$ cat src/logic/pdma_consts.svh
// constants for the port data and logic-cell access block
`ifndef PDMA_CONSTS_SVH
`define PDMA_CONSTS_SVH

// ----------------------------------------------------------------
// port indices
// ----------------------------------------------------------------
`define PDMA_PORT_A 3'h0
`define PDMA_PORT_B 3'h1
`define PDMA_PORT_C 3'h2
`define PDMA_PORT_D 3'h3
`define PDMA_PORT_E 3'h4
`define PDMA_PORT_F 3'h5
`define PDMA_PORT_G 3'h6

// ----------------------------------------------------------------
// register codes, low nibble of the offset; high bits pick the port
// ----------------------------------------------------------------
`define PDMA_REG_PIN_INPUT 4'h0
`define PDMA_REG_OUTPUT_VALUE 4'h1
`define PDMA_REG_DIRECTION 4'h2
`define PDMA_REG_CONTROL 4'h3
`define PDMA_REG_DRIVE_SELECT 4'h4
`define PDMA_REG_CELL_VALUE 4'h5
`define PDMA_REG_CELL_MASK 4'h6
`define PDMA_REG_INPUT_CELL 4'h7
`define PDMA_REG_ENABLE_STATUS 4'h8

// ----------------------------------------------------------------
// which ports own which register, bit n = port n
// ----------------------------------------------------------------
`define PDMA_HAS_CONTROL 7'h70
`define PDMA_HAS_DRIVE 7'h5B
`define PDMA_HAS_CELLS 7'h03
`define PDMA_HAS_INPUT_CELLS 7'h07
`define PDMA_HAS_ENABLE_OUT 7'h27
`define PDMA_HAS_OE_TERM 7'h27
`define PDMA_PORT_D_MASK 8'h0F

// ----------------------------------------------------------------
// reset values
// ----------------------------------------------------------------
`define PDMA_RESET_CONFIG 8'h00
`define PDMA_RESET_DATA 8'h00
`define PDMA_RESET_MASK 8'h00

`endif

$ cat src/logic/pdma_pkg.sv
// types shared by the port data and logic-cell access block
package pdma_pkg;

	// one byte per port, index 0 = port A .. 6 = port G
	typedef logic [6:0][7:0] pdma_port_bytes_t;

	// register request from the on-chip host bus interface
	typedef struct packed {
		logic select;
		logic read;
		logic write;
		logic [7:0] addr;
		logic [7:0] wdata;
	} pdma_bus_req_t;

	// static configuration fixed when the device is programmed
	typedef struct packed {
		logic [7:0] bank_a_route;
		logic [7:0] bank_b_route;
		logic [7:0] select_to_c;
		logic [7:0] select_to_f;
		logic input_cell_latch;
		logic chip_select_en;
		logic jtag_en;
		logic standby_supply_en;
		logic battery_on_en;
		logic data_port_en;
		logic reset_pattern_en;
		logic [15:0] reset_pattern;
	} pdma_cfg_t;

endpackage : pdma_pkg

$ cat src/logic/pdma_port_data.sv
// port data path, logic-cell access and pin drivers for ports A to G
// Function
// - data register drives pins with direction or term
// - data register reads back written value
// - output cells mapped; read returns cell outputs
// - cell write loads only unmasked bits
// - mask bit one blocks load; resets zero
// - mask exists for A and B, read-write
// - input cells capture pins, feed array, readable
// - enable status one drives, zero tri-state
// - enable status for A,B,C,F, read-only
// - cell banks to A/B, selects to C/F
// - every port A pin may be open drain
// - port D four pins, direct array inputs
// - port D strobe, clock, select, high write
// - chip select high blocks register access
// - port E jtag, open drain, address, battery
// - port F low data byte, address, inputs
// - port G high data byte, address, open drain
// - F/G drive pattern during host reset
// - direction one output, zero input; term forces
// - control zero data mode, one address out
// - drive bit one gives open drain
// - configuration registers reset to zero
`timescale 1ns/1ns
`include "pdma_consts.svh"

module pdma_port_data import pdma_pkg::*; (
	input wire logic clk_sys,
	input wire logic reset,
	input wire pdma_bus_req_t bus_req,
	output logic [7:0] bus_rdata,
	output logic bus_rvalid,
	input wire pdma_port_bytes_t pin_in,
	output pdma_port_bytes_t pin_out,
	output pdma_port_bytes_t pin_oe,
	input wire pdma_port_bytes_t logic_oe_term,
	input wire logic [7:0] bank_a_next,
	input wire logic [7:0] bank_b_next,
	input wire logic [7:0] external_select_outputs,
	input wire pdma_cfg_t cfg,
	input wire logic [15:0] latched_address,
	input wire logic [15:0] data_port_out,
	input wire logic data_port_drive,
	input wire logic host_reset_active,
	input wire logic bus_cycle_active,
	input wire logic battery_on_indicator,
	output logic [7:0] bank_a_output_cells,
	output logic [7:0] bank_b_output_cells,
	output logic [2:0][7:0] input_logic_cell,
	output pdma_port_bytes_t pin_level,
	output logic address_strobe_in,
	output logic logic_clock_tick,
	output logic chip_select_in,
	output logic high_byte_write_enable
);

	// ----------------------------------------------------------------
	// pin synchronisers
	// ----------------------------------------------------------------
	pdma_port_bytes_t pin_meta;
	pdma_port_bytes_t pin_sync;
	logic clock_prev;

	always_ff @(posedge clk_sys) begin
		if (reset) begin
			pin_meta <= '0;
			pin_sync <= '0;
		end else begin
			pin_meta <= pin_in;
			pin_sync <= pin_meta;
		end
	end

	// the logic array sees the pin levels; port D keeps only its low four pins
	always_ff @(posedge clk_sys) begin
		if (reset) begin
			pin_level <= '0;
		end else begin
			pin_level <= pin_sync;
			pin_level[`PDMA_PORT_D] <= pin_sync[`PDMA_PORT_D] & `PDMA_PORT_D_MASK;
		end
	end

	// dedicated port D inputs
	always_ff @(posedge clk_sys) begin
		if (reset) begin
			address_strobe_in <= 1'b0;
			chip_select_in <= 1'b0;
			high_byte_write_enable <= 1'b0;
			clock_prev <= 1'b0;
			logic_clock_tick <= 1'b0;
		end else begin
			address_strobe_in <= pin_sync[`PDMA_PORT_D][0];
			chip_select_in <= pin_sync[`PDMA_PORT_D][2];
			high_byte_write_enable <= pin_sync[`PDMA_PORT_D][3];
			clock_prev <= pin_sync[`PDMA_PORT_D][1];
			logic_clock_tick <= pin_sync[`PDMA_PORT_D][1] & ~clock_prev;
		end
	end

	// ----------------------------------------------------------------
	// register decode
	// ----------------------------------------------------------------
	logic [2:0] sel_port;
	logic [3:0] sel_reg;
	logic port_valid;
	logic access_ok;
	logic do_write;
	logic do_read;

	assign sel_port = bus_req.addr[6:4];
	assign sel_reg = bus_req.addr[3:0];
	assign port_valid = ~bus_req.addr[7] && (sel_port != 3'h7);
	// a high chip select shuts out register access, pins keep running
	assign access_ok = bus_req.select && !(cfg.chip_select_en && chip_select_in);
	assign do_write = access_ok && bus_req.write && port_valid;
	assign do_read = access_ok && bus_req.read && port_valid;

	// ----------------------------------------------------------------
	// port configuration and data registers
	// ----------------------------------------------------------------
	pdma_port_bytes_t out_value;
	pdma_port_bytes_t direction;
	pdma_port_bytes_t control;
	pdma_port_bytes_t drive_sel;
	logic [1:0][7:0] cell_mask;

	function automatic logic owns(input logic [6:0] map, input logic [2:0] port);
		owns = map[port];
	endfunction : owns

	always_ff @(posedge clk_sys) begin
		if (reset) begin
			out_value <= {7{`PDMA_RESET_DATA}};
			direction <= {7{`PDMA_RESET_CONFIG}};
			control <= {7{`PDMA_RESET_CONFIG}};
			drive_sel <= {7{`PDMA_RESET_CONFIG}};
		end else if (do_write) begin
			case (sel_reg)
				`PDMA_REG_OUTPUT_VALUE: begin
					out_value[sel_port] <= bus_req.wdata;
				end
				`PDMA_REG_DIRECTION: begin
					if (sel_port == `PDMA_PORT_D) begin
						direction[sel_port] <= bus_req.wdata & `PDMA_PORT_D_MASK;
					end else begin
						direction[sel_port] <= bus_req.wdata;
					end
				end
				`PDMA_REG_CONTROL: begin
					if (owns(`PDMA_HAS_CONTROL, sel_port)) begin
						control[sel_port] <= bus_req.wdata;
					end
				end
				`PDMA_REG_DRIVE_SELECT: begin
					if (owns(`PDMA_HAS_DRIVE, sel_port)) begin
						drive_sel[sel_port] <= bus_req.wdata;
					end
				end
				default: begin
				end
			endcase
		end
	end

	// mask registers guard the cell banks of ports A and B only
	always_ff @(posedge clk_sys) begin
		if (reset) begin
			cell_mask <= {2{`PDMA_RESET_MASK}};
		end else if (do_write && sel_reg == `PDMA_REG_CELL_MASK
			&& owns(`PDMA_HAS_CELLS, sel_port)) begin
			cell_mask[sel_port[0]] <= bus_req.wdata;
		end
	end

	// ----------------------------------------------------------------
	// output logic cells
	// ----------------------------------------------------------------
	logic cell_write;
	logic [7:0] load_a;
	logic [7:0] load_b;

	assign cell_write = do_write && sel_reg == `PDMA_REG_CELL_VALUE
		&& owns(`PDMA_HAS_CELLS, sel_port);
	// a host load only touches unmasked bits; it beats the array clock there
	assign load_a = (cell_write && sel_port == `PDMA_PORT_A) ? ~cell_mask[0] : 8'h00;
	assign load_b = (cell_write && sel_port == `PDMA_PORT_B) ? ~cell_mask[1] : 8'h00;

	always_ff @(posedge clk_sys) begin
		if (reset) begin
			bank_a_output_cells <= `PDMA_RESET_DATA;
			bank_b_output_cells <= `PDMA_RESET_DATA;
		end else begin
			for (int i = 0; i < 8; i++) begin
				if (load_a[i]) begin
					bank_a_output_cells[i] <= bus_req.wdata[i];
				end else if (logic_clock_tick) begin
					bank_a_output_cells[i] <= bank_a_next[i];
				end
				if (load_b[i]) begin
					bank_b_output_cells[i] <= bus_req.wdata[i];
				end else if (logic_clock_tick) begin
					bank_b_output_cells[i] <= bank_b_next[i];
				end
			end
		end
	end

	// ----------------------------------------------------------------
	// input logic cells of ports A, B and C
	// ----------------------------------------------------------------
	logic in_capture;

	// latch mode follows the address strobe, register mode the array clock
	assign in_capture = cfg.input_cell_latch ? address_strobe_in : logic_clock_tick;

	always_ff @(posedge clk_sys) begin
		if (reset) begin
			input_logic_cell <= '0;
		end else if (in_capture) begin
			for (int p = 0; p < 3; p++) begin
				input_logic_cell[p] <= pin_sync[p];
			end
		end
	end

	// ----------------------------------------------------------------
	// pin drive selection
	// ----------------------------------------------------------------
	pdma_port_bytes_t drive_value;
	pdma_port_bytes_t drive_enable;
	pdma_port_bytes_t next_pin_out;
	pdma_port_bytes_t next_pin_oe;
	pdma_port_bytes_t enable_status;
	logic reset_drive;

	// pattern only while the host sits in reset with no cycle running
	assign reset_drive = cfg.reset_pattern_en && host_reset_active && !bus_cycle_active;

	always_comb begin
		for (int p = 0; p < 7; p++) begin
			drive_value[p] = out_value[p];
			drive_enable[p] = direction[p];
			if (owns(`PDMA_HAS_OE_TERM, 3'(p))) begin
				drive_enable[p] = direction[p] | logic_oe_term[p];
			end
		end
		drive_value[`PDMA_PORT_A] = (cfg.bank_a_route & bank_a_output_cells)
			| (~cfg.bank_a_route & out_value[`PDMA_PORT_A]);
		drive_value[`PDMA_PORT_B] = (cfg.bank_b_route & bank_b_output_cells)
			| (~cfg.bank_b_route & out_value[`PDMA_PORT_B]);
		drive_value[`PDMA_PORT_C] = (cfg.select_to_c & external_select_outputs)
			| (~cfg.select_to_c & out_value[`PDMA_PORT_C]);
		drive_value[`PDMA_PORT_F] = (cfg.select_to_f & external_select_outputs)
			| (~cfg.select_to_f & out_value[`PDMA_PORT_F]);
		drive_value[`PDMA_PORT_D] = out_value[`PDMA_PORT_D] & `PDMA_PORT_D_MASK;
		drive_enable[`PDMA_PORT_D] = direction[`PDMA_PORT_D] & `PDMA_PORT_D_MASK;
		// address out mode per pin on E, F and G
		drive_value[`PDMA_PORT_E] = (control[`PDMA_PORT_E] & latched_address[7:0])
			| (~control[`PDMA_PORT_E] & drive_value[`PDMA_PORT_E]);
		drive_enable[`PDMA_PORT_E] = drive_enable[`PDMA_PORT_E] | control[`PDMA_PORT_E];
		drive_value[`PDMA_PORT_F] = (control[`PDMA_PORT_F] & latched_address[7:0])
			| (~control[`PDMA_PORT_F] & drive_value[`PDMA_PORT_F]);
		drive_enable[`PDMA_PORT_F] = drive_enable[`PDMA_PORT_F] | control[`PDMA_PORT_F];
		drive_value[`PDMA_PORT_G] = (control[`PDMA_PORT_G] & latched_address[15:8])
			| (~control[`PDMA_PORT_G] & drive_value[`PDMA_PORT_G]);
		drive_enable[`PDMA_PORT_G] = drive_enable[`PDMA_PORT_G] | control[`PDMA_PORT_G];
		// battery pins: standby supply is input only, indicator is driven
		if (cfg.standby_supply_en) begin
			drive_enable[`PDMA_PORT_E][6] = 1'b0;
		end
		if (cfg.battery_on_en) begin
			drive_value[`PDMA_PORT_E][7] = battery_on_indicator;
			drive_enable[`PDMA_PORT_E][7] = 1'b1;
		end
		// the programming port owns the low six pins of E while enabled
		if (cfg.jtag_en) begin
			drive_enable[`PDMA_PORT_E][5:0] = 6'h00;
		end
		// data port: F carries the low byte, G the high byte
		if (cfg.data_port_en) begin
			drive_value[`PDMA_PORT_F] = data_port_out[7:0];
			drive_value[`PDMA_PORT_G] = data_port_out[15:8];
			drive_enable[`PDMA_PORT_F] = {8{data_port_drive}};
			drive_enable[`PDMA_PORT_G] = {8{data_port_drive}};
		end
		if (reset_drive) begin
			drive_value[`PDMA_PORT_F] = cfg.reset_pattern[7:0];
			drive_value[`PDMA_PORT_G] = cfg.reset_pattern[15:8];
			drive_enable[`PDMA_PORT_F] = 8'hFF;
			drive_enable[`PDMA_PORT_G] = 8'hFF;
		end
		// open drain pins only pull low; a one releases the wire
		for (int p = 0; p < 7; p++) begin
			enable_status[p] = drive_enable[p];
			next_pin_out[p] = drive_value[p];
			next_pin_oe[p] = drive_enable[p];
			if (owns(`PDMA_HAS_DRIVE, 3'(p))) begin
				next_pin_out[p] = drive_value[p] & ~drive_sel[p];
				next_pin_oe[p] = drive_enable[p] & ~(drive_sel[p] & drive_value[p]);
			end
		end
	end

	always_ff @(posedge clk_sys) begin
		if (reset) begin
			pin_out <= '0;
			pin_oe <= '0;
		end else begin
			pin_out <= next_pin_out;
			pin_oe <= next_pin_oe;
		end
	end

	// ----------------------------------------------------------------
	// register read-back
	// ----------------------------------------------------------------
	logic [7:0] next_rdata;

	always_comb begin
		next_rdata = 8'h00;
		case (sel_reg)
			`PDMA_REG_PIN_INPUT: begin
				next_rdata = pin_sync[sel_port];
			end
			`PDMA_REG_OUTPUT_VALUE: begin
				next_rdata = out_value[sel_port];
			end
			`PDMA_REG_DIRECTION: begin
				next_rdata = direction[sel_port];
			end
			`PDMA_REG_CONTROL: begin
				next_rdata = control[sel_port];
			end
			`PDMA_REG_DRIVE_SELECT: begin
				next_rdata = drive_sel[sel_port];
			end
			`PDMA_REG_CELL_VALUE: begin
				if (sel_port == `PDMA_PORT_A) begin
					next_rdata = bank_a_output_cells;
				end else if (sel_port == `PDMA_PORT_B) begin
					next_rdata = bank_b_output_cells;
				end
			end
			`PDMA_REG_CELL_MASK: begin
				if (owns(`PDMA_HAS_CELLS, sel_port)) begin
					next_rdata = cell_mask[sel_port[0]];
				end
			end
			`PDMA_REG_INPUT_CELL: begin
				if (owns(`PDMA_HAS_INPUT_CELLS, sel_port)) begin
					next_rdata = input_logic_cell[sel_port[1:0]];
				end
			end
			`PDMA_REG_ENABLE_STATUS: begin
				if (owns(`PDMA_HAS_ENABLE_OUT, sel_port)) begin
					next_rdata = enable_status[sel_port];
				end
			end
			default: begin
				next_rdata = 8'h00;
			end
		endcase
	end

	always_ff @(posedge clk_sys) begin
		if (reset) begin
			bus_rdata <= 8'h00;
			bus_rvalid <= 1'b0;
		end else begin
			bus_rvalid <= do_read;
			if (do_read) begin
				bus_rdata <= next_rdata;
			end
		end
	end

endmodule : pdma_port_data

$ cat config.mk
export PLATFORM = sky130hd
export DESIGN_NAME = pdma_port_data
export DESIGN_NICKNAME = d
export VERILOG_FILES = /design/src/logic/pdma_pkg.sv /design/src/logic/pdma_port_data.sv
export VERILOG_INCLUDE_DIRS = /design/src /design/src/logic
export SDC_FILE = /design/constraint.sdc
export NUM_CORES = 1
export LEC_CHECK = 0
export CORE_MARGIN = 4
export CORE_UTILIZATION = 55
export CTS_CLUSTER_SIZE = 28
export DETAILED_ROUTE_END_ITERATION = 7
export DONT_BUFFER_PORTS = 1
export PLACE_DENSITY = 0.68
export SETUP_SLACK_MARGIN = 0.1
export SYNTH_ARGS = -nofsm -noshare
export SYNTH_HDL_FRONTEND = slang
export SYNTH_SLANG_ARGS = --single-unit
export TNS_END_PERCENT = 5
$ cat constraint.sdc
create_clock -name clk_sys -period 3.35 [get_ports clk_sys]
set_input_delay 0.335 -clock clk_sys [delete_from_list [all_inputs] [get_ports clk_sys]]
set_output_delay 0.335 -clock clk_sys [all_outputs]
set_load 0.05 [all_outputs]
Word-level counts from Yosys, hierarchy flattened
Memories as Yosys holds them, arrays and structs flattened. Index checks and enable logic that the tools add are counted.

Order comparisons: 5. Reductions and logical operators: 41. Equality and inequality tests: 11. Muxes and demuxes: 81. Bitwise gates (word level): 65.

Operator list (count): bitwise mux 56 bit (5); AND 8 bit (26); inverter 8 bit (19); binary-select mux 8 bit (select 3 bit) (6); 2-to-1 mux 8 bit (18); bitwise OR 8 bit (14); case mux 8 bit (9 select lines) (1); 2-to-1 mux 16 bit (4); 2-to-1 mux 56 bit (1); 2-to-1 mux 1 bit (41); nonzero test 2 bit (16); demux 8 bit (select 3 bit) (1); logical AND 1 bit (17); AND 4 x 8 -> 8 bit (2); binary-select mux 8 bit (select 2 bit) (1); bitwise mux 16 bit (1); == test 4 x 3 -> 1 bit, second input constant (4); AND 8 x 4 -> 8 bit (1); demux 8 bit (select 1 bit) (1); == test 4 x 2 -> 1 bit, second input constant (2); 2-to-1 mux 6 bit (1); AND reduction 3 bit (2); == test 4 x 1 -> 1 bit, second input constant (1); == test 4 bit, second input constant (1); other kinds (14) (17).

Bits in read-only memories: 40. Memories kept: 5. Output and inout port bits: 221. Register bits after elaboration: 574.

Memory list: (no name shown) (depth 8, width 1, read ports 1, clocked after memory_dff 0, write ports 0, line pdma_port_data.sv:130) `owns = map[port];`; (no name shown) (depth 8, width 1, read ports 1, clocked after memory_dff 0, write ports 0, line pdma_port_data.sv:130); (no name shown) (depth 8, width 1, read ports 1, clocked after memory_dff 0, write ports 0, line pdma_port_data.sv:130); (no name shown) (depth 8, width 1, read ports 1, clocked after memory_dff 0, write ports 0, line pdma_port_data.sv:130); (no name shown) (depth 8, width 1, read ports 1, clocked after memory_dff 0, write ports 0, line pdma_port_data.sv:130).

Logic depth before layout (Yosys ltp)
Gate-level depths: netlist (run 1).

Word-level depth: 10. Gate-level depth with buffers: 9. Gate-level depth less buffers: 6.

Worst setup path before layout (run 1)
No wires, ideal clock.

Kind: input to register. Start: in bus_req[13] (netlist name). End: reg bus_rdata[7]. Path buffers: 3. Cell stages on the path: 8. Arrival: 1828 ps. Data required time: 3218 ps. Setup slack: 1390 ps. Cell sequence: buf_4 > buf_6 > buf_2 > mux2_2 > a221oi_1 > o32ai_1 > o31ai_1 > a21oi_1.

Cells in the longest elaborated chain, start to end: 4.

Ends and longest elaborated chain: from (decl) (line pdma_port_data.sv:31) `input wire pdma_bus_req_t bus_req,`; memory read (8 x 1 bit) (tied with other cells); 2-to-1 mux 1 bit (not written as such) (tied with other cells) (line pdma_port_data.sv:130); 2-to-1 mux 8 bit, on equally long branches; case mux 8 bit (9 select lines) (line pdma_port_data.sv:323) `case (sel_reg)`; to (signal assigned) (line pdma_port_data.sv:374) `bus_rdata <= next_rdata;`; to (decl) (line pdma_port_data.sv:32) `output logic [7:0] bus_rdata,`.

Several ways; a longest one is shown, not always the timed one. The select of a mux whose other input is x is not followed. A chain may end at the register's enable or synchronous reset.

==> out/qor.json, run 1 <==
{
  "mostFrequentLayoutCells": {"value": "557 x dfxtp_1, 477 x dlygate4sd3_1, 284 x mux2i_1"},
  "synth_enable_flop_cells": {"value": 0},
  "dr_total_vias": {"value": 18800},
  "outcome": {"value": "complete, no violations"},
  "grt_start_max_net_pins": {"value": 386},
  "htree_levels": {"value": 2},
  "cts.sinks": {"value": 558},
  "drt_pre_antenna_iters": {"value": 6},
  "grt_overflow_total": {"value": 0},
  "cts_made_buffers": {"value": 56},
  "seq_area": {"value": 11200, "unit": "sq um"},
  "worst_clock_skew": {"value": 23.5, "unit": "ps"},
  "post-route-drc-count": {"value": 0},
  "power.static_leakage": {"value": 0.0116, "unit": "uW"},
  "floorplan.die.height": {"value": 209, "unit": "um"},
  "crit_path_cell_trace": {"value": "nand2_1 > and3_1 > nand2_1 > nor2_4 > mux2i_1 > nor2_1 > dlygate4sd3_1"},
  "first_global_vias": {"value": 19300},
  "setup_total_negative_slack": {"value": 0, "unit": "ps"},
  "grt_first_pass_wirelength": {"value": 118000, "unit": "um"},
  "critical-path-max-stage-delay": {"value": 580, "unit": "ps"},
  "drv_slew": {"value": 0},
  "final.period_utilization": {"value": 89.1, "unit": "%"},
  "global_route.usage.total": {"value": 34.9, "unit": "%"},
  "startpoint_type": {"value": "flip-flop"},
  "post_cts_setup_repair_bufs": {"value": 0},
  "vdd_ir_max": {"value": 564, "unit": "uV"},
  "cts_hold_buf": {"value": 480},
  "post_synth_inst_count": {"value": 2201},
  "initial_utilization": {"value": 55.7, "unit": "%"},
  "timing.final.hold_violations": {"value": 0},
  "ff2ff_setup_slack": {"value": 360, "unit": "ps"},
  "worst-endpoint-required": {"value": 3830, "unit": "ps"},
  "reg2regPathDepth": {"value": 7},
  "synthDistinctLibCells": {"value": 68},
  "coreArea": {"value": 39800, "unit": "sq um"},
  "number_of_top_level_design_ports": {"value": 469},
  "place_congestion": {"value": 0.943},
  "clock_tree.root_cell": {"value": "clkbuf_16"},
  "crit_arrival": {"value": 3470, "unit": "ps"},
  "total_detailed_routing_wirelength": {"value": 78700, "unit": "um"},
  "n_fill_cell": {"value": 2883},
  "synth_top_cell_area_share": {"value": 50.3, "unit": "%"},
  "depth_of_the_worst_hold_timing_path": {"value": 4},
  "cts_tree": {"value": "done"},
  "timing.fmax": {"value": 335, "unit": "MHz"},
  "detailedPlacementHpwl": {"value": 47100, "unit": "um"},
  "setup_viol_count_final": {"value": 0},
  "postSynthAreaPerCell": {"value": 10.1, "unit": "sq um"},
  "dr.first_iter.drc_count": {"value": 1743},
  "pwr_density_cell": {"value": 495, "unit": "nW/um^2"},
  "finalNetCount": {"value": 2848},
  "cap_violations": {"value": 0},
  "route.antenna.remaining_nets": {"value": 0},
  "num_rows": {"value": 73},
  "cts.path.max_buffers": {"value": 3},
  "stdcell_area": {"value": 29000, "unit": "sq um"},
  "multi_input_gate_area": {"value": 10200, "unit": "sq um"},
  "drive_above_1_share": {"value": 8.48, "unit": "%"},
  "ys_warn_count": {"value": 0},
  "grt_setup_unrepaired": {"value": "false"},
  "wire_per_inst": {"value": 24.8, "unit": "um"},
  "post_synth_design_cell_area": {"value": 22200, "unit": "sq um"},
  "worst_pin_slew": {"value": 1160, "unit": "ps"},
  "final_core_utilization": {"value": 72.8, "unit": "%"},
  "sequential_element_share_of_the_synthesized_area": {"value": 50.3, "unit": "%"},
  "clk_slew_on_worst_s_h_paths": {"value": 60, "unit": "ps"},
  "floorplan.die_area": {"value": 43600, "unit": "sq um"},
  "worst_path_max_delay_cell": {"value": "dlygate4sd3_1"},
  "placement.cell_area": {"value": 22200, "unit": "sq um"},
  "layout.cells.most_common": {"value": "dfxtp_1"},
  "clock_latency": {"value": 610, "unit": "ps"},
  "yosys.area.top_type": {"value": "dfxtp_1"},
  "worstHoldPathType": {"value": "in -> reg"},
  "post_drt_via_cell_ratio": {"value": 5.91},
  "setup.worst_path.end_class": {"value": "flip-flop"},
  "crit_type": {"value": "reg -> reg"},
  "worst_path_most_repeated_cell": {"value": "nand2_1"},
  "synth_top_flop_cell": {"value": "dfxtp_1"},
  "finalPower": {"value": 14400, "unit": "uW"},
  "synthTopCellsByArea": {"value": "dfxtp_1 50%, mux2i_1 13%, nor2b_1 6.8%, nor2_1 4.5%, mux4_2 4.1%"},
  "ys_seq_elements": {"value": 558},
  "finalHoldWorstSlack": {"value": 26.8, "unit": "ps"},
  "post_cts.resized_instances": {"value": 0},
  "worst_slew_margin_relative_to_its_limit": {"value": 22.2, "unit": "%"},
  "initial_antenna_violation_count": {"value": 8},
  "synth_async_sr_flop_share": {"value": 0, "unit": "%"},
  "min_period": {"value": 2990, "unit": "ps"},
  "areaGrowthSynthToFinish": {"value": 30.7, "unit": "%"},
  "die_width": {"value": 209, "unit": "um"},
  "worstPathMaxFanout": {"value": 13},
  "port_buffers": {"value": 0}
}
## registers in the layout, summed over array words and instances, names as in the netlist, named ones only
register,count
control,56
drive_sel,56
pin_meta,56
pin_sync,56
out_value,52
pin_level,52
pin_oe,52
pin_out,52
direction,28
input_logic_cell,24
cell_mask,16
bank_a_output_cells,8
bank_b_output_cells,8
bus_rdata,8
drive_value,4
bus_rvalid,1
logic_clock_tick,1
## report_power, final
group          switching [uW]  internal, uW
logic                     401           395
registers                 322          6770
clock network            2690          3780
total                    3410         10900
## synth_stat cells, drive strengths merged (2+ instances only)
master,n
nor3,68
nand3,12
nor3b,6
o21a,2
a21oi,84
o2bb2ai,16
mux2i,285
mux2,21
o41a,2
a221o,7
a32oi,4
o21ai,73
buf,74
o221ai,4
nor2,283
o21bai,8
nor4,3
a211oi,13
mux4,40
o221a,6
a221oi,21
o22ai,11
and2,6
nor4b,5
dfxtp,558
nor2b,241
a2111oi,2
o31ai,19
nand2,159
and3,3
inv,13
clkbuf,95
o211ai,25
nand3b,6
o41ai,2
a22oi,10
## through the flow
stage	worst slack (ps)	instances
floorplan	1390	2212
global placement	852	2587
detailed placement	851	2587
CTS	500	3168
global route	254	3174
finish	365	3175
## metal layers
layer / share of wire, % / track usage (%) / wire length, um
met4: 5.3 / 16.3 / 4180
met2: 48 / 58.6 / 38100
met1: 37 / 41.6 / 29100
met5: 0.031 / 0 / 24
met3: 9.3 / 9.85 / 7300
## final timing paths
path | start | to
worst min-delay path | bank_a_next[2] | bank_a_output_cells[2]$_SDFFE_PP0P_
worst min register to register | direction[31]$_SDFFE_PP0P_ | direction[31]$_SDFFE_PP0P_
worst max register to register | pin_level[26]$_SDFF_PP0_ | drive_sel[2]$_SDFFE_PP0P_
worst max-delay path | pin_level[26]$_SDFF_PP0_ | drive_sel[2]$_SDFFE_PP0P_
## layout make-up
cell class | count | share of cell area (%)
clock buffer | 79 | 5.65
timing repair buffer | 499 | 17.2
antenna | 7 | 0.0604
multi-input combinational | 1471 | 35.2
tap | 525 | 2.27
clock inverter | 22 | 0.863
inverter | 14 | 0.181
sequential | 558 | 38.5
## logic make-up after synthesis
logic type	Yosys count	share of synthesized area, %
AND/OR/NAND/NOR	796	18.4
flip-flops	558	50.3
multiplexers	346	18.0
AO/OA/AOI/OAI	317	9.46
buffers and inverters	183	3.83
other	1	0.0169
## worst max-delay path, delay by kind of cell (launching register included)
| kind | cells | cell delay, ps |
|---|---|---|
| mux | 1 | 240 |
| simple gates | 5 | 1700 |
| buf+inv | 1 | 580 |
| flops | 1 | 330 |
No activity file was read; power rests on OpenSTA's default activity.
==> run 2: changes to the inputs <==
- HOLD_SLACK_MARGIN: not set -> 0.06
==> out/qor.json, run 2 (synthesized netlist as in run 1, its figures left out) <==
{
  "coreArea": {"value": 39800, "unit": "sq um", "change": "unchanged"},
  "total_detailed_routing_wirelength": {"value": 79600, "unit": "um", "change": "was 78,700 um"},
  "cts.path.max_buffers": {"value": 3, "change": "unchanged"},
  "crit_arrival": {"value": 3710, "unit": "ps", "change": "was 3470 ps"},
  "dr_total_vias": {"value": 18800, "change": "about the same"},
  "worst-endpoint-required": {"value": 3910, "unit": "ps", "change": "was 3830 ps"},
  "post_drt_via_cell_ratio": {"value": 5.88, "change": "was 5.91"},
  "power.static_leakage": {"value": 0.0117, "unit": "uW", "change": "was 0.0116 uW"},
  "min_period": {"value": 3150, "unit": "ps", "change": "was 2990 ps"},
  "initial_antenna_violation_count": {"value": 7, "change": "was 8"},
  "areaGrowthSynthToFinish": {"value": 32.0, "unit": "%", "change": "was 30.7%"},
  "drt_pre_antenna_iters": {"value": 8, "change": "was 6"},
  "startpoint_type": {"value": "flip-flop", "change": "unchanged"},
  "timing.final.hold_violations": {"value": 0, "change": "unchanged"},
  "port_buffers": {"value": 0, "change": "unchanged"},
  "clock_latency": {"value": 610, "unit": "ps", "change": "about the same"},
  "mostFrequentLayoutCells": {"value": "557 x dfxtp_1, 507 x dlygate4sd3_1, 284 x mux2i_1", "change": "was 557 x dfxtp_1, 477 x dlygate4sd3_1, 284 x mux2i_1"},
  "share_clk_of_total_power": {"value": 45.0, "unit": "%", "change": "was 45.1%"},
  "worstHoldPathType": {"value": "in -> reg", "change": "unchanged"},
  "cap_violations": {"value": 0, "change": "unchanged"},
  "htree_levels": {"value": 2, "change": "unchanged"},
  "detailedPlacementHpwl": {"value": 47100, "unit": "um", "change": "unchanged"},
  "p_sw": {"value": 3430, "unit": "uW", "change": "was 3410 uW"},
  "grt_setup_unrepaired": {"value": "false", "change": "unchanged"},
  "final_core_utilization": {"value": 73.5, "unit": "%", "change": "was 72.8%"},
  "route.antenna.remaining_nets": {"value": 0, "change": "unchanged"},
  "pwr_density_cell": {"value": 492, "unit": "nW/um^2", "change": "was 495 nW/um^2"},
  "worstPathMaxFanout": {"value": 14, "change": "was 13"},
  "finalNetCount": {"value": 2878, "change": "was 2,848"},
  "dr.first_iter.drc_count": {"value": 1728, "change": "was 1,743"},
  "worst_slew_margin_relative_to_its_limit": {"value": 20.9, "unit": "%", "change": "was 22.2%"},
  "critical_path.startpoint": {"value": "pin_level[26]$_SDFF_PP0_", "change": "unchanged"},
  "floorplan.die_area": {"value": 43600, "unit": "sq um", "change": "unchanged"},
  "outcome": {"value": "complete, no violations", "change": "unchanged"},
  "finalPower": {"value": 14400, "unit": "uW", "change": "about the same"},
  "setup_viol_count_final": {"value": 0, "change": "unchanged"},
  "cts.sinks": {"value": 558, "change": "unchanged"},
  "clock_tree.root_cell": {"value": "clkbuf_16", "change": "unchanged"},
  "grt_first_pass_wirelength": {"value": 120000, "unit": "um", "change": "was 118,000 um"},
  "die_width": {"value": 209, "unit": "um", "change": "unchanged"},
  "layout.cells.most_common": {"value": "dfxtp_1", "change": "unchanged"},
  "power.share.sequential": {"value": 49.2, "unit": "%", "change": "was 49.4%"},
  "grt_start_max_net_pins": {"value": 386, "change": "unchanged"},
  "vdd_ir_max": {"value": 449, "unit": "uV", "change": "was 564 uV"},
  "post-route-drc-count": {"value": 0, "change": "unchanged"},
  "multi_input_gate_area": {"value": 10200, "unit": "sq um", "change": "unchanged"},
  "n_fill_cell": {"value": 2818, "change": "was 2,883"},
  "setup.worst_path.end_class": {"value": "flip-flop", "change": "unchanged"},
  "num_rows": {"value": 73, "change": "unchanged"},
  "clk_slew_on_worst_s_h_paths": {"value": 70, "unit": "ps", "change": "was 60 ps"},
  "drive_above_1_share": {"value": 8.38, "unit": "%", "change": "was 8.48%"},
  "post_cts_setup_repair_bufs": {"value": 0, "change": "unchanged"},
  "worst_pin_slew": {"value": 1180, "unit": "ps", "change": "was 1160 ps"},
  "number_of_top_level_design_ports": {"value": 469, "change": "unchanged"},
  "wire_per_inst": {"value": 24.8, "unit": "um", "change": "about the same"},
  "final.period_utilization": {"value": 94.0, "unit": "%", "change": "was 89.1%"},
  "drv_slew": {"value": 0, "change": "unchanged"},
  "p_comb_share": {"value": 5.8, "unit": "%", "change": "was 5.5%"},
  "hold_path.startpoint": {"value": "cfg[17]", "change": "was bank_a_next[2]"},
  "crit-reg2reg-launch": {"value": "pin_level[26]$_SDFF_PP0_", "change": "unchanged"},
  "global_route.usage.total": {"value": 35.4, "unit": "%", "change": "was 34.9%"},
  "initial_utilization": {"value": 55.7, "unit": "%", "change": "unchanged"},
  "place_congestion": {"value": 0.943, "change": "unchanged"},
  "first_global_vias": {"value": 19700, "change": "was 19,300"},
  "grt_overflow_total": {"value": 0, "change": "unchanged"},
  "power_switching_share": {"value": 23.8, "unit": "%", "change": "about the same"},
  "worst_clock_skew": {"value": 15.7, "unit": "ps", "change": "was 23.5 ps"},
  "floorplan.die.height": {"value": 209, "unit": "um", "change": "unchanged"},
  "crit_type": {"value": "reg -> reg", "change": "unchanged"},
  "timing.fmax": {"value": 318, "unit": "MHz", "change": "was 335 MHz"},
  "cellInternalPower": {"value": 11000, "unit": "uW", "change": "was 10,900 uW"},
  "cts_tree": {"value": "done", "change": "unchanged"},
  "cts_made_buffers": {"value": 56, "change": "unchanged"},
  "seq_area": {"value": 11200, "unit": "sq um", "change": "unchanged"},
  "setup_total_negative_slack": {"value": 0, "unit": "ps", "change": "unchanged"}
}
==> run 2: cell types whose count changed in the layout (fill, tap and decap cells not counted), sizes merged <==
| cell | previous run | this run |
|---|---|---|
| diode | 7 | 5 |
| dlygate4sd3 | 477 | 507 |
==> run 2: metal layers <==
metal | vias up | wire [um] | GRT usage (%)
met5 | - | 38 | 0
met4 | 6 | 3870 | 15.5
met3 | 229 | 7560 | 10.2
met2 | 952 | 39100 | 60.4
met1 | 9162 | 29100 | 41.5
li1 | 8473 | - | -
==> run 2: area by class of cell <==
| cell class | instances | share of cell area (%) |
|---|---|---|
| well taps | 525 | 2.24 |
| diodes | 5 | 0.0427 |
| repair buffers | 529 | 18.0 |
| clock buffers | 79 | 5.60 |
| clock inverters | 22 | 0.854 |
| inverters | 14 | 0.179 |
| multi-input cells | 1471 | 34.9 |
| flip-flops and latches | 558 | 38.1 |
==> run 2: power by group through the flow <==
stage	combinational (uW)	sequential [uW]	clock [uW]
global route	879	7100	6760
floorplan	546	7200	0
CTS	796	7090	6480
detailed placement	450	7230	0
global placement	446	7230	0
finish	829	7090	6480
==> run 2: final timing paths <==
kind / to / slack (ps) / cells after the start
max: flip-flop / 200 / 8
min: pin_out[48]$_SDFF_PP0_ / 70 / 4
max reg2reg: flip-flop / 200 / 8
min reg2reg: direction[31]$_SDFFE_PP0P_ / 450 / 1
==> run 2: through the flow <==
stage / worst slack, ps / hold WS [ps] / instance area [sq um] / std cells
CTS: 356 / 61.8 / 29300 / 3198
global route: 107 / 89.0 / 29300 / 3203
finish: 201 / 72.9 / 29300 / 3203
floorplan: 1390 / 393 / 22200 / 2212
detailed placement: 851 / 418 / 22200 / 2587
global placement: 852 / 416 / 22200 / 2587
==> run 2: critical path, stage by stage (launching register included) <==
cell and delay (ps):
dfxtp_1 330, nand2_1 130, and3_1 450, nand3_4 360, nor2_2 470, nand2_1 90, dlygate4sd3_1 570, a21oi_1 120
dlygate4sd3_1 560
==> run 2: what timing repair did <==
item | 4_1_cts | 5_1_grt
hold buffers | 510 | 0
endpoints found under the hold margin | 548 | 0
resized for setup | 0 | 0
